**src/common/sbf_pkg.sv**
```systemverilog
// Purpose: Shared constants and carrier types for the slip buffer and signaling freeze control.
// Assumes: Register indices are word indices; the APB byte address is four times the index.
// Notes:   Channel offset (the N digit) is taken as zero.
package sbf_pkg;
  // Register word indices
  localparam logic [11:0] IDX_CTRL     = 12'h116;
  localparam logic [11:0] IDX_LAT      = 12'h117;
  localparam logic [11:0] IDX_IRQ_STAT = 12'h120;
  localparam logic [11:0] IDX_IRQ_MASK = 12'h121;
  localparam logic [11:0] IDX_SIG_BASE = 12'h500;
  localparam int          SIG_ENTRIES  = 32;
  // Control register fields
  localparam int          CTRL_TXFIFO  = 7;
  localparam int          CTRL_FORCE   = 4;
  localparam int          CTRL_SFEN    = 3;
  localparam int          CTRL_SDIR    = 2;
  localparam logic [7:0]  CTRL_RESET   = 8'h05;
  localparam logic [7:0]  CTRL_RW_MASK = 8'h9F;
  localparam logic [4:0]  LAT_RESET    = 5'h00;
  // Receive buffer mode codes; 00 and 11 bypass
  localparam logic [1:0]  MODE_SLIP    = 2'h1;
  localparam logic [1:0]  MODE_FIFO    = 2'h2;
  // Interrupt status bits
  localparam int          IRQ_RX_SLIP  = 0;
  localparam int          IRQ_TX_SLIP  = 1;
  localparam int          IRQ_BITS     = 2;
  localparam int          FRAME_BITS_E1 = 256;

  typedef struct packed {
    logic        psel;
    logic        penable;
    logic        pwrite;
    logic [15:0] paddr;
    logic [31:0] pwdata;
  } sbf_apb_req_t;

  typedef struct packed {
    logic       valid;
    logic [4:0] slot;
    logic [3:0] bits;
  } sbf_sig_update_t;
endpackage : sbf_pkg

```
**src/sbf_sig_freeze.sv**
```systemverilog
// Purpose: Decides when receive signaling updates are held back.
// Assumes: mf_start pulses once per receive multiframe.
// Notes:   After a slip the hold runs to the end of the next full multiframe.
`timescale 1ns/1ps
module sbf_sig_freeze (
  // Clock and reset
  input  wire logic clock,
  input  wire logic rst,
  // Control and events
  input  wire logic force_signaling_freeze,
  input  wire logic slip_freeze_enable,
  input  wire logic slip,
  input  wire logic mf_start,
  // Result
  output logic      freeze
);
  import sbf_pkg::*;
  typedef enum logic [1:0] {FZ_IDLE, FZ_WAIT, FZ_HOLD} sbf_fz_t;
  sbf_fz_t state;
  sbf_fz_t next_state;
  logic    next_freeze;

  always_comb begin
    next_state = state;
    case (state)
      FZ_IDLE: next_state = FZ_IDLE;
      FZ_WAIT: if (mf_start) next_state = FZ_HOLD;
      FZ_HOLD: if (mf_start) next_state = FZ_IDLE;
      default: next_state = FZ_IDLE;
    endcase
    if (slip) begin
      next_state = FZ_WAIT;
    end
    if (!slip_freeze_enable) begin
      next_state = FZ_IDLE;
    end
    next_freeze = force_signaling_freeze || (next_state != FZ_IDLE);
  end

  always_ff @(posedge clock or posedge rst) begin
    if (rst) begin
      state  <= FZ_IDLE;
      freeze <= 1'b0;
    end else begin
      state  <= next_state;
      freeze <= next_freeze;
    end
  end
endmodule : sbf_sig_freeze

```
**src/sbf_slip_buffer.sv**
```systemverilog
// Purpose: One-bit-wide two-frame buffer, run either as a slip buffer or as a fixed-latency FIFO.
// Assumes: Write and read strobes are single-cycle enables in the system clock domain.
// Notes:   A slip repeats or deletes one whole frame so frame alignment survives.
`timescale 1ns/1ps
module sbf_slip_buffer #(
  parameter int FRAME_BITS = 256
) (
  // Clock and reset
  input  wire logic       clock,
  input  wire logic       rst,
  // Mode
  input  wire logic       fifo_mode,
  input  wire logic [4:0] latency,
  // Write side
  input  wire logic       wr_valid,
  input  wire logic       wr_bit,
  // Read side
  input  wire logic       rd_strobe,
  output logic            rd_bit,
  output logic            slip
);
  import sbf_pkg::*;
  localparam int              DEPTH      = 2 * FRAME_BITS;
  localparam int              PW         = $clog2(DEPTH);
  localparam logic [PW-1:0]   FRAME_STEP = PW'(FRAME_BITS);

  logic          mem [DEPTH];
  logic [PW-1:0] wr_ptr;
  logic [PW-1:0] next_wr_ptr;
  logic [PW-1:0] rd_ptr;
  logic [PW-1:0] next_rd_ptr;
  logic [PW-1:0] rd_idx;
  logic          next_rd_bit;
  logic          next_slip;

  always_comb begin
    next_wr_ptr = wr_ptr;
    next_rd_ptr = rd_ptr;
    next_rd_bit = rd_bit;
    next_slip   = 1'b0;
    rd_idx      = rd_ptr;
    if (wr_valid) begin
      next_wr_ptr = wr_ptr + 1'b1;
    end
    if (fifo_mode) begin
      // Read trails write by exactly the programmed count of bits
      rd_idx      = wr_ptr - PW'(latency) - 1'b1;
      next_rd_ptr = wr_ptr;
      if (rd_strobe) begin
        next_rd_bit = mem[rd_idx];
      end
    end else begin
      if (rd_strobe) begin
        if (rd_ptr == wr_ptr) begin
          // Underrun: replay the previous frame
          rd_idx    = rd_ptr - FRAME_STEP;
          next_slip = 1'b1;
        end
        next_rd_bit = mem[rd_idx];
        next_rd_ptr = rd_idx + 1'b1;
      end
      if (wr_valid && next_wr_ptr == next_rd_ptr) begin
        // Overrun: skip one whole frame
        next_rd_ptr = next_rd_ptr + FRAME_STEP;
        next_slip   = 1'b1;
      end
    end
  end

  always_ff @(posedge clock) begin
    if (wr_valid) begin
      mem[wr_ptr] <= wr_bit;
    end
  end

  always_ff @(posedge clock or posedge rst) begin
    if (rst) begin
      wr_ptr <= '0;
      rd_ptr <= '0;
      rd_bit <= 1'b0;
      slip   <= 1'b0;
    end else begin
      wr_ptr <= next_wr_ptr;
      rd_ptr <= next_rd_ptr;
      rd_bit <= next_rd_bit;
      slip   <= next_slip;
    end
  end
endmodule : sbf_slip_buffer

```
**src/sbf_slip_ctl.sv**
```systemverilog
// Purpose: Slip buffer, FIFO and signaling freeze control for one E1 channel, with APB registers.
// Assumes: All pins are synchronous to clock; serial clocks are sampled and edge-detected.
// Notes:   Behaviour
`timescale 1ns/1ps
module sbf_slip_ctl #(
  parameter int FRAME_BITS = 256
) (
  // Clock and reset
  input  wire logic                    clock,
  input  wire logic                    rst,
  // APB slave
  input  wire sbf_pkg::sbf_apb_req_t   apb_req,
  output logic [31:0]                  prdata,
  output logic                         pready,
  output logic                         pslverr,
  // Receive line side
  input  wire logic                    line_clock,
  input  wire logic                    line_bit_valid,
  input  wire logic                    line_bit,
  input  wire logic                    line_frame_start,
  input  wire logic                    line_mf_start,
  // Receive serial port
  input  wire logic                    rx_serial_clock_in,
  output logic                         rx_serial_clock_out,
  output logic                         rx_serial_clock_oe,
  input  wire logic                    rx_frame_boundary_in,
  output logic                         rx_frame_boundary_out,
  output logic                         rx_frame_boundary_oe,
  output logic                         rx_ser_data,
  // Receive signaling
  input  wire sbf_pkg::sbf_sig_update_t sig_update,
  input  wire logic [4:0]              sig_slot_sel,
  output logic [3:0]                   rx_signaling_out,
  // Transmit serial port and line side
  input  wire logic                    high_speed_mode,
  input  wire logic                    tx_serial_clock_in,
  output logic                         tx_serial_clock_out,
  output logic                         tx_serial_clock_oe,
  input  wire logic                    tx_ser_data,
  input  wire logic                    tx_multiframe_sync,
  input  wire logic                    tx_line_strobe,
  output logic                         tx_line_bit,
  output logic                         tx_line_mf_start,
  // Interrupt
  output logic                         irq
);
  import sbf_pkg::*;
  localparam int CW = $clog2(FRAME_BITS);

  // Latency up to 31 must fit behind the write pointer
  if (FRAME_BITS < 32 || (FRAME_BITS & (FRAME_BITS - 1)) != 0) begin : g_bad_frame
    $error("FRAME_BITS must be a power of two and at least 32");
  end

  // Register state
  logic [7:0]          ctrl;
  logic [7:0]          next_ctrl;
  logic [4:0]          latency;
  logic [4:0]          next_latency;
  logic [IRQ_BITS-1:0] irq_stat;
  logic [IRQ_BITS-1:0] next_irq_stat;
  logic [IRQ_BITS-1:0] irq_mask;
  logic [IRQ_BITS-1:0] next_irq_mask;
  logic [31:0]         next_prdata;
  logic                next_pready;
  logic                next_pslverr;
  logic                next_irq;
  logic [11:0]         widx;
  logic                in_range;
  logic                access;
  logic                wr_en;
  // Decoded control
  logic [1:0]          rx_mode;
  logic                rx_buffered;
  logic                rx_fifo;
  logic                tx_fifo;
  logic                sdir_in;
  // Receive path
  logic                rxclk_d;
  logic                rx_rd_stb;
  logic                rx_rd_bit;
  logic                rx_slip;
  logic [CW-1:0]       rd_cnt;
  logic [CW-1:0]       next_rd_cnt;
  logic                next_rx_ser_data;
  logic                next_rxclk_out;
  logic                next_rxclk_oe;
  logic                next_fb_out;
  logic                next_fb_oe;
  // Signaling
  logic                freeze;
  logic [3:0]          sig_array [SIG_ENTRIES];
  logic [3:0]          next_sig_out;
  // Transmit path
  logic                txclk_d;
  logic                tx_wr_stb;
  logic                tx_rd_stb;
  logic                tx_rd_bit;
  logic                tx_slip;
  logic                next_tx_bit;
  logic                next_tx_mf;
  logic                next_txclk_out;
  logic                next_txclk_oe;

  assign rx_mode     = ctrl[1:0];
  assign rx_buffered = (rx_mode == MODE_SLIP) || (rx_mode == MODE_FIFO);
  assign rx_fifo     = (rx_mode == MODE_FIFO);
  assign tx_fifo     = ctrl[CTRL_TXFIFO];
  assign sdir_in     = ctrl[CTRL_SDIR];

  // APB decode; byte lanes are not used, every access is a full word
  assign widx     = apb_req.paddr[13:2];
  assign in_range = (apb_req.paddr[15:14] == 2'h0) && (apb_req.paddr[1:0] == 2'h0);
  assign access   = apb_req.psel && apb_req.penable;
  assign wr_en    = access && pready && apb_req.pwrite && !pslverr;

  always_comb begin
    next_ctrl     = ctrl;
    next_latency  = latency;
    next_irq_mask = irq_mask;
    next_irq_stat = irq_stat;
    if (wr_en && widx == IDX_IRQ_STAT) begin
      next_irq_stat = irq_stat & ~apb_req.pwdata[IRQ_BITS-1:0];
    end
    // A slip in the clearing cycle stays set
    next_irq_stat[IRQ_RX_SLIP] = next_irq_stat[IRQ_RX_SLIP] | rx_slip;
    next_irq_stat[IRQ_TX_SLIP] = next_irq_stat[IRQ_TX_SLIP] | tx_slip;
    if (wr_en) begin
      if (widx == IDX_CTRL) begin
        next_ctrl = apb_req.pwdata[7:0] & CTRL_RW_MASK;
      end else if (widx == IDX_LAT) begin
        next_latency = apb_req.pwdata[4:0];
      end else if (widx == IDX_IRQ_MASK) begin
        next_irq_mask = apb_req.pwdata[IRQ_BITS-1:0];
      end
    end
    // One wait state: pready rises in the second access cycle
    next_pready  = access && !pready;
    next_prdata  = 32'h0000_0000;
    next_pslverr = 1'b0;
    if (access && !pready) begin
      if (!in_range) begin
        next_pslverr = 1'b1;
      end else if (widx == IDX_CTRL) begin
        next_prdata[7:0] = ctrl;
      end else if (widx == IDX_LAT) begin
        next_prdata[4:0] = latency;
      end else if (widx == IDX_IRQ_STAT) begin
        next_prdata[IRQ_BITS-1:0] = irq_stat;
      end else if (widx == IDX_IRQ_MASK) begin
        next_prdata[IRQ_BITS-1:0] = irq_mask;
      end else if (widx[11:5] == IDX_SIG_BASE[11:5]) begin
        // Signaling array is read-only here; writes are ignored
        next_prdata[3:0] = sig_array[widx[4:0]];
      end else begin
        next_pslverr = 1'b1;
      end
    end
    next_irq = |(next_irq_stat & next_irq_mask);
  end

  always_ff @(posedge clock or posedge rst) begin
    if (rst) begin
      ctrl     <= CTRL_RESET;
      latency  <= LAT_RESET;
      irq_stat <= '0;
      irq_mask <= '0;
      prdata   <= 32'h0000_0000;
      pready   <= 1'b0;
      pslverr  <= 1'b0;
      irq      <= 1'b0;
    end else begin
      ctrl     <= next_ctrl;
      latency  <= next_latency;
      irq_stat <= next_irq_stat;
      irq_mask <= next_irq_mask;
      prdata   <= next_prdata;
      pready   <= next_pready;
      pslverr  <= next_pslverr;
      irq      <= next_irq;
    end
  end

  // Receive buffer: line writes, serial clock rising edges read
  assign rx_rd_stb = rx_serial_clock_in && !rxclk_d && rx_buffered;

  sbf_slip_buffer #(
    .FRAME_BITS (FRAME_BITS)
  ) u_rx_buf (
    .clock     (clock),
    .rst       (rst),
    .fifo_mode (rx_fifo),
    .latency   (latency),
    .wr_valid  (line_bit_valid && rx_buffered),
    .wr_bit    (line_bit),
    .rd_strobe (rx_rd_stb),
    .rd_bit    (rx_rd_bit),
    .slip      (rx_slip)
  );

  always_comb begin
    next_rd_cnt      = rd_cnt;
    next_rx_ser_data = rx_ser_data;
    next_rxclk_out   = 1'b0;
    next_rxclk_oe    = !rx_buffered;
    next_fb_oe       = !rx_buffered || !sdir_in;
    next_fb_out      = 1'b0;
    if (!rx_buffered) begin
      // Bypass: clock and boundary follow the line
      next_rxclk_out = line_clock;
      next_fb_out    = line_frame_start;
      if (line_bit_valid) begin
        next_rx_ser_data = line_bit;
      end
    end else begin
      next_rx_ser_data = rx_rd_bit;
      if (rx_rd_stb) begin
        next_rd_cnt = rd_cnt + 1'b1;
        // An incoming boundary marks the bit just read as bit 0
        if (sdir_in && rx_frame_boundary_in) begin
          next_rd_cnt = CW'(1);
        end
      end
      next_fb_out = !sdir_in && (rd_cnt == '0);
    end
  end

  always_ff @(posedge clock or posedge rst) begin
    if (rst) begin
      rxclk_d               <= 1'b0;
      rd_cnt                <= '0;
      rx_ser_data           <= 1'b0;
      rx_serial_clock_out   <= 1'b0;
      rx_serial_clock_oe    <= 1'b0;
      rx_frame_boundary_out <= 1'b0;
      rx_frame_boundary_oe  <= 1'b0;
    end else begin
      rxclk_d               <= rx_serial_clock_in;
      rd_cnt                <= next_rd_cnt;
      rx_ser_data           <= next_rx_ser_data;
      rx_serial_clock_out   <= next_rxclk_out;
      rx_serial_clock_oe    <= next_rxclk_oe;
      rx_frame_boundary_out <= next_fb_out;
      rx_frame_boundary_oe  <= next_fb_oe;
    end
  end

  // Signaling freeze
  sbf_sig_freeze u_freeze (
    .clock                  (clock),
    .rst                    (rst),
    .force_signaling_freeze (ctrl[CTRL_FORCE]),
    .slip_freeze_enable     (ctrl[CTRL_SFEN]),
    .slip                   (rx_slip),
    .mf_start               (line_mf_start),
    .freeze                 (freeze)
  );

  // Updates arriving while frozen are dropped; the next multiframe refreshes them
  for (genvar i = 0; i < SIG_ENTRIES; i++) begin : g_sig
    always_ff @(posedge clock or posedge rst) begin
      if (rst) begin
        sig_array[i] <= 4'h0;
      end else if (sig_update.valid && sig_update.slot == 5'(i) && !freeze) begin
        sig_array[i] <= sig_update.bits;
      end
    end
  end

  assign next_sig_out = freeze ? rx_signaling_out : sig_array[sig_slot_sel];

  always_ff @(posedge clock or posedge rst) begin
    if (rst) begin
      rx_signaling_out <= 4'h0;
    end else begin
      rx_signaling_out <= next_sig_out;
    end
  end

  // Transmit buffer: serial port writes, line strobe reads
  assign tx_wr_stb = tx_serial_clock_in && !txclk_d && high_speed_mode;
  assign tx_rd_stb = tx_line_strobe && high_speed_mode;

  // Slips here mean the far end broke the sync-to-clock relation
  sbf_slip_buffer #(
    .FRAME_BITS (FRAME_BITS)
  ) u_tx_buf (
    .clock     (clock),
    .rst       (rst),
    .fifo_mode (tx_fifo),
    .latency   (latency),
    .wr_valid  (tx_wr_stb),
    .wr_bit    (tx_ser_data),
    .rd_strobe (tx_rd_stb),
    .rd_bit    (tx_rd_bit),
    .slip      (tx_slip)
  );

  always_comb begin
    next_tx_bit    = tx_line_bit;
    next_tx_mf     = 1'b0;
    next_txclk_oe  = !high_speed_mode;
    next_txclk_out = high_speed_mode ? 1'b0 : line_clock;
    if (high_speed_mode) begin
      next_tx_bit = tx_rd_bit;
    end else if (tx_line_strobe) begin
      next_tx_bit = tx_ser_data;
    end
    if (tx_line_strobe) begin
      next_tx_mf = tx_multiframe_sync;
    end
  end

  always_ff @(posedge clock or posedge rst) begin
    if (rst) begin
      txclk_d             <= 1'b0;
      tx_line_bit         <= 1'b0;
      tx_line_mf_start    <= 1'b0;
      tx_serial_clock_out <= 1'b0;
      tx_serial_clock_oe  <= 1'b0;
    end else begin
      txclk_d             <= tx_serial_clock_in;
      tx_line_bit         <= next_tx_bit;
      tx_line_mf_start    <= next_tx_mf;
      tx_serial_clock_out <= next_txclk_out;
      tx_serial_clock_oe  <= next_txclk_oe;
    end
  end
endmodule : sbf_slip_ctl

```
**config.mk**
```make
export PLATFORM = sky130hd
export DESIGN_NAME = sbf_slip_ctl
export DESIGN_NICKNAME = d
export VERILOG_FILES = /design/src/common/sbf_pkg.sv /design/src/sbf_sig_freeze.sv /design/src/sbf_slip_buffer.sv /design/src/sbf_slip_ctl.sv
export SDC_FILE = /design/constraint.sdc
export NUM_CORES = 2
export LEC_CHECK = 0
export BUFFER_PORTS_ARGS = -buffer_cell sky130_fd_sc_hd__buf_2
export CAP_MARGIN = 20
export CORE_ASPECT_RATIO = 1.4
export CORE_UTILIZATION = 40
export CTS_CLUSTER_SIZE = 14
export DETAILED_ROUTE_END_ITERATION = 12
export GPL_TIMING_DRIVEN = 0
export PLACE_DENSITY_LB_ADDON = 0.05
export SYNTH_ARGS = -nofsm -noshare
export SYNTH_HDL_FRONTEND = slang
export SYNTH_HIERARCHICAL = 1
export SYNTH_SLANG_ARGS = --single-unit
export TNS_END_PERCENT = 20
```
**constraint.sdc**
```tcl
create_clock -name clock -period 6.8 [get_ports clock]
set_clock_uncertainty 0.05 [all_clocks]
set_input_delay 0.34 -clock clock [delete_from_list [all_inputs] [get_ports clock]]
set_output_delay 0.34 -clock clock [all_outputs]
set_load 0.1 [all_outputs]
```
# Word-level counts from Yosys, hierarchy flattened
# Memories as Yosys holds them, arrays and structs flattened.
# Cells that the tools add are included.
[op_classes] bitwise_logic=8 n_lt_le_gt_ge=2 eq_ne=44 mux=77 reduce_logical=103 n_addsub=13
[op_table] op="two-way mux 9 bit" count=16
[op_table] op="logical AND 1 bit" count=81
[op_table] op="equality test 5 bit (second input constant)" count=16
[op_table] op="equality test 12 x 9 -> 1 bit (second input constant)" count=4
[op_table] op="binary-select mux 4 bit (select 5 bit)" count=2
[op_table] op="equality test 5 x 4 -> 1 bit (second input constant)" count=8
[op_table] op="adder 9 x 1 -> 9 bit (second input constant)" count=4
[op_table] op="equality test 9 bit" count=4
[op_table] op="two-way mux 1 bit" count=34
[op_table] op="two-way mux 2 bit" count=13
[op_table] op="two-way mux 4 bit" count=6
[op_table] op="two-way mux 8 bit" count=3
[op_table] op="equality test 5 x 3 -> 1 bit (second input constant)" count=4
[op_table] op="adder 9 bit (second input constant)" count=2
[op_table] op="subtractor 9 x 1 -> 9 bit (second input constant)" count=2
[op_table] op="subtractor 9 x 5 -> 9 bit" count=2
[op_table] op="subtractor 9 bit (second input constant)" count=2
[op_table] op=">= comparator 6 bit (second input constant)" count=2
[op_table] op="inverter 5 -> 6 bit" count=2
[op_table] op="equality test 5 x 2 -> 1 bit (second input constant)" count=2
[op_table] op="adder 8 x 1 -> 8 bit (second input constant)" count=1
[op_table] op="zero test 1 bit" count=8
[op_table] op="zero test 8 bit" count=1
[op_table] op="equality test 7 x 6 -> 1 bit (second input constant)" count=1
[op_table] op="17 further kinds" count=27
[totals] register_bits=220 ramBits=1024 memories=2 out_inout_bits=48 word_cells=312
[memory_table] memory="u_rx_buf.mem" words=512 width=1 read_ports=2 rd_ports_with_merged_regs=0 write_ports=1 line_no="sbf_slip_buffer.sv:27" rtl="logic mem [DEPTH];"
[memory_table] memory="u_tx_buf.mem" words=512 width=1 read_ports=2 rd_ports_with_merged_regs=0 write_ports=1 line_no="sbf_slip_buffer.sv:27"

# Logic depth before layout (Yosys ltp)
[depth] depth_word=12 mapped_depth=16

# By module
# The synthesis kept the hierarchy.
[by_module_without_submodules] module="sbf_slip_buffer (u_tx_buf)" instances=1 area_each_um2=28279.6 cells_per_inst=2019
[by_module_without_submodules] module="sbf_slip_buffer (u_rx_buf)" instances=1 area_each_um2=28120.7 cells_per_inst=2019
[by_module_without_submodules] module="sbf_slip_ctl" instances=1 area_each_um2=9450.3 cells_per_inst=708
[by_module_without_submodules] module="sbf_sig_freeze" instances=1 area_each_um2=183.9 cells_per_inst=18

# Least setup slack after synthesis
# Ideal clock, no wire load.
[synth_timing] path_kind="register to register" start="reg u_rx_buf.wr_ptr[0]" end="reg u_rx_buf.rd_bit" path_buffers=3 path_stages_with_launch=12 period_less_slack_ns=3.609 arrival_ns=3.439 t_required_ns=6.630 setup_ns=0.120 slack_ns=3.191 cell_sequence="dfrtp_1 ha_1 fa_1 buf_2 buf_1 buf_2 mux4_2 mux4_2 nor4_1 nor3_1 a211o_1 and4_1"
[synth_via] elab_chain_len=7 elab_cells_between_ends=10 classes_between="add/sub: 2; eq/ne: 1; mux: 6; memory: 1"
[synth_rtl] element="from (decl)" line_no="sbf_slip_buffer.sv:28" rtl="logic [PW-1:0] wr_ptr;"
[synth_rtl] element="from (signal assigned)" line_no="sbf_slip_buffer.sv:83" rtl="wr_ptr <= next_wr_ptr;"
[synth_rtl] element="parallel branches: the longest is 4 deep, another holds subtractor 9 x 5 -> 9 bit"
[synth_rtl] element="memory read (512 x 1 bit) *"
[synth_rtl] element="two-way mux 1 bit" line_no="sbf_slip_buffer.sv:53" rtl="if (rd_strobe) begin"
[synth_rtl] element="two-way mux 1 bit *" line_no="sbf_slip_buffer.sv:45" rtl="if (fifo_mode) begin"
[synth_rtl] element="to (signal assigned)" line_no="sbf_slip_buffer.sv:85" rtl="rd_bit <= next_rd_bit;"
[synth_rtl] element="to (decl)" line_no="sbf_slip_buffer.sv:19" rtl="output logic rd_bit,"
# Every way passes the cells marked *. The select of a mux whose other input is x is not followed.
# A chain may end at the register's enable or synchronous reset.

# Worst setup path after layout
[layout_timing] start="reg u_rx_buf.rd_ptr[1]" end="reg u_rx_buf.rd_bit"
[layout_via] elab_chain_len=7 elab_cells_between_ends=8 classes_between="add/sub: 1; eq/ne: 1; mux: 5; memory: 1"
[layout_rtl] element="from (decl)" line_no="sbf_slip_buffer.sv:30" rtl="logic [PW-1:0] rd_ptr;"
[layout_rtl] element="from (signal assigned)" line_no="sbf_slip_buffer.sv:84" rtl="rd_ptr <= next_rd_ptr;"
[layout_rtl] element="subtractor 9 bit or equality test 9 bit (tied branches)" line_no="sbf_slip_buffer.sv:56, sbf_slip_buffer.sv:54"
[layout_rtl] element="two-way mux 9 bit *" line_no="sbf_slip_buffer.sv:54" rtl="if (rd_ptr == wr_ptr) begin"
[layout_rtl] element="two-way mux 9 bit *" line_no="sbf_slip_buffer.sv:53"
[layout_rtl] element="two-way mux 9 bit *" line_no="sbf_slip_buffer.sv:45"
[layout_rtl] element="memory read (512 x 1 bit) *"
[layout_rtl] element="two-way mux 1 bit *" line_no="sbf_slip_buffer.sv:53"
[layout_rtl] element="two-way mux 1 bit *" line_no="sbf_slip_buffer.sv:45"
# Mark *: on every way between the ends. The rest lies on a longest branch, timed or not. The select of a mux whose other input is x is not followed.

==> key figures <==
Run status
  • Status: finished clean

Clock tree
  • Clock Sinks: 1242
  • CTS H-tree lvls: 4
  • CTS tree: done
  • Max clock buf depth: 3
  • Postcts setup bufs: 0
  • CTS root buf: clkbuf_16
  • Clk_lat worst skew: a little over 800 ps
  • CTS clk-pin slew, worst paths: 60 ps
  • Cts repair resizes: 0
  • Num CTS Buffers: 136

GRT
  • Initial antenna violation count: 12
  • Global-route wire length before repair: approximately 370 mm
  • GR Util met3: 6.02%
  • Gr ovfl total: 0
  • Total GRT Usage: 32.7%
  • GR peak layer: met2
  • Number of global-route vias before repair: 46300
  • GR Util met2: 56.6%
  • GR Layer Usage met1: 36.9%
  • Largest net degree at the start of global routing: approximately 180

Place
  • RD Place Congestion: 1.02
  • Setup slack after placement: 1600 ps
  • Dpl cells: 7042
  • Post-DP HPWL: 194 mm
  • Port buffer count: 71

Pwr
  • Peak VDD IR: 0.000286 V
  • Power share of the combinational group: a little under two fifths
  • PwrDens: roughly 350 nW/µm²
  • Sequential power share: 33.4%
  • Cell Int Power: 16100 µW
  • Sw frac: 37.5%
  • Net Switching: between 9000 and 10000 µW
  • Clk pwr share: 28.1%
  • Leakage: 0.0241 µW

Worst setup path
  • CP required: ~7500 ps
  • Crit path max fanout: 10
  • CP top delay family: buffers and inverters
  • Reg2reg setup slack: 1420 ps
  • Critical path class: register to register
  • Critical Path AT: 6050 ps
  • CP max stage cell: a2111oi_0
  • CP Cell Sequence: buf_2, buf_2, buf_2, buf_2, a211oi_1, a2111oi_0, nor3_1, a211oi_1, nor3_1, o21ai_1, and4_1
  • Worst setup SP type: register
  • Crit-path max cell delay: 840 ps
  • Critical path buffers and inverters: 4
  • CP most frequent cell: buf_2
  • Setup crit end kind: register

Synth
  • Synth warn: 6
  • Largest family of logic cells by synthesized area: multiplexers
  • Cell with the most instances after synthesis: nor2_1
  • Area share of the largest cell type after synthesis: 46.6%
  • Post-synthesis compound-gate area fraction: around 3.8%
  • Cells after synthesis: 4764
  • Number of synthesized flops with an enable pin: 1024
  • Synth area leaders: edfxtp_1, mux4_2, dfrtp_1
  • Adder-Cell Fraction of Synth Area: 0.534%
  • Main synth FF type: edfxtp_1
  • Post-synthesis simple-gate area fraction: 10.8%
  • Post-synthesis mux area share: 24.9%
  • Syn Area/Cell: 13.9 µm²
  • Mapped Area: 66000 µm²
  • Post-synthesis async set-or-reset flop share: roughly 18%
  • Netlist cell types: 96
  • #FFs+latches synth: 1242
  • Synth area leader: edfxtp_1
  • Sequential-to-total area share from yosys stat: 54.8%
  • Synth Area in XOR/XNOR: 1.20%
  • Top cells by count, synth: nor2_1, edfxtp_1, mux4_2, nand2_1, clkbuf_1

Floorplanning
  • Core Area: 164000 µm²
  • Die X: 345 µm
  • Row count: 176
  • Die height: ~480 µm
  • Initial Util: 40.3%
  • Area of the die: 167000 µm²
  • IO Count: 128

Route
  • Initial DRT Pass Iterations: 6
  • Via Count: 46200
  • Vias per inst: approximately 6.3
  • WL/cell: 37.3 µm
  • Final wirelength: between 200 and 300 mm
  • Post-route DRC: 0
  • Antenna viol nets, final: 0
  • Iteration-0 DRC Markers: roughly 5200

Timing
  • Worst Tran Pin Value: 1280 ps
  • RSZ-0062 raised after global routing: false
  • FMAX: approximately 0.19 GHz
  • Final Setup Violations: 0
  • Post-layout min period: ~5400 ps
  • Final slew viol count: 0
  • Worst setup margin: roughly 1400 ps
  • Period utilization: 79.2%
  • Slew HR: around 15%
  • Hold Fails Final Rpt: 0

Layout
  • Fill cell count: 15000
  • Non-Filler Instances: between 7000 and 8000
  • Area growth, synth to finish: 12.9%
  • Nets: 5185
  • Register area: 36200 µm²
  • Multi-input gate area in the final layout: 27400 µm²
  • Share of layout cells above drive strength 1: 24.0%

Hold path
  • Hold WC Path Type: input pin to register

Flow run
  • Max-Cap Viols: 0
cells by family (layout without fill, tap and decap cells):
kind of cell / after synthesis / count (layout)
and+or+nand+nor: 1685 / 1685
muxes: 890 / 890
other: 1 / 29
xor gates and xnor gates: 88 / 88
buffers and inverters: 485 / 881
DFF: 1242 / 1242
adders and majority gates: 27 / 27
AOI/OAI and AO/OA: 346 / 346
routing by layer:
metal  up-vias  share of wire (%)
li1      18700                  -
met5         -             0.0084
met3       708                6.9
met4         4                7.7
met1     24600                 35
met2      2198                 50
cell type report:
type	instances	area share [%]
clock buffer	187	4.98
buffer	445	3.25
sequential	1242	48.6
multi-input combinational	3062	36.7
tap	2136	3.58
antenna	3	0.0101
clock inverter	58	0.639
timing repair buffer	151	2.05
inverter	40	0.211
power by group through the flow:
stage               registers [µW]  clock network [µW]  logic [µW]
global placement              8820                   0        9540
finish                        8630                7260        9910
detailed placement            8780                   0        9650
CTS                           8620                7390        9680
global route                  8650                7650       10000
floorplan                     8760                   0        5570
worst paths after layout:
| check | from | endpoint | cells past startpoint |
|---|---|---|---|
| min in group asynchronous | rst | u_freeze/state[1] | 3 |
| worst min register to register | u_tx_buf/slip | irq_stat[1] | 1 |
| worst min-delay path | apb_req[48] | ctrl[2] | 4 |
| max in group asynchronous | rst | rx_signaling_out[1] | 4 |
| worst max-delay path | u_rx_buf/rd_ptr[1] | u_rx_buf/rd_bit | 11 |
| worst max register to register | u_rx_buf/rd_ptr[1] | u_rx_buf/rd_bit | 11 |
state kept, by name, indices dropped and copies added, names as in the netlist, 2 cells and up:
register / count
ctrl: 6
irq_mask: 2
irq_stat: 2
latency: 5
prdata: 6
rd_cnt: 8
rx_signaling_out: 4
sig_array: 128
u_freeze/state: 2
u_rx_buf/mem: 512
u_rx_buf/rd_ptr: 9
u_rx_buf/wr_ptr: 9
u_tx_buf/mem: 512
u_tx_buf/rd_ptr: 9
u_tx_buf/wr_ptr: 9
layout by cell type, fill, tap and decap left out, drive strengths merged, types with 7 or more instances in the layout:
master / count
nand2: 253
mux2: 171
ha: 25
o21ai: 56
nor3: 58
a211oi: 34
nand2b: 17
mux2i: 138
mux4: 581
edfxtp: 1024
a2111oi: 9
nand4: 30
nor2b: 58
a21oi: 60
nor2: 1095
nand3: 71
inv: 48
and2: 17
a31oi: 13
and3: 21
a22o: 11
o31ai: 7
xor2: 45
a221o: 8
dfrtp: 216
a22oi: 44
xnor2: 43
nor4: 14
nor3b: 11
clkinv: 42
or3: 9
a221oi: 22
o22ai: 10
conb: 26
nand4b: 7
buf: 314
dlygate4sd3: 31
clkbuf: 438
what timing repair did:
action                     CTS  global route
hold endpoints to repair   329             0
hold buffers                31             0
setup endpoints to repair    0             0
metrics by stage:
step                      util, %  total power [µW]  hold WS, ps  setup TNS (ps)  instance area, µm²
after floorplan                 -             14300         43.6               0               66100
after global placement       42.2             18400          230         -885660               69200
after detailed placement     42.7             18400          279               0               70000
after CTS                    45.4             25700         41.1               0               74500
after global routing         45.4             26300         80.6               0               74600
final                        45.4             25800         95.8               0               74600
worst reg2reg max path, stage by stage (launching register included):
cell	delay, ps
dfrtp_1	340
buf_2	490
buf_2	600
buf_2	450
buf_2	690
a211oi_1	180
a2111oi_0	840
nor3_1	140
a211oi_1	750
nor3_1	310
o21ai_1	190
and4_1	270
Power figures use the tool's default switching activity.
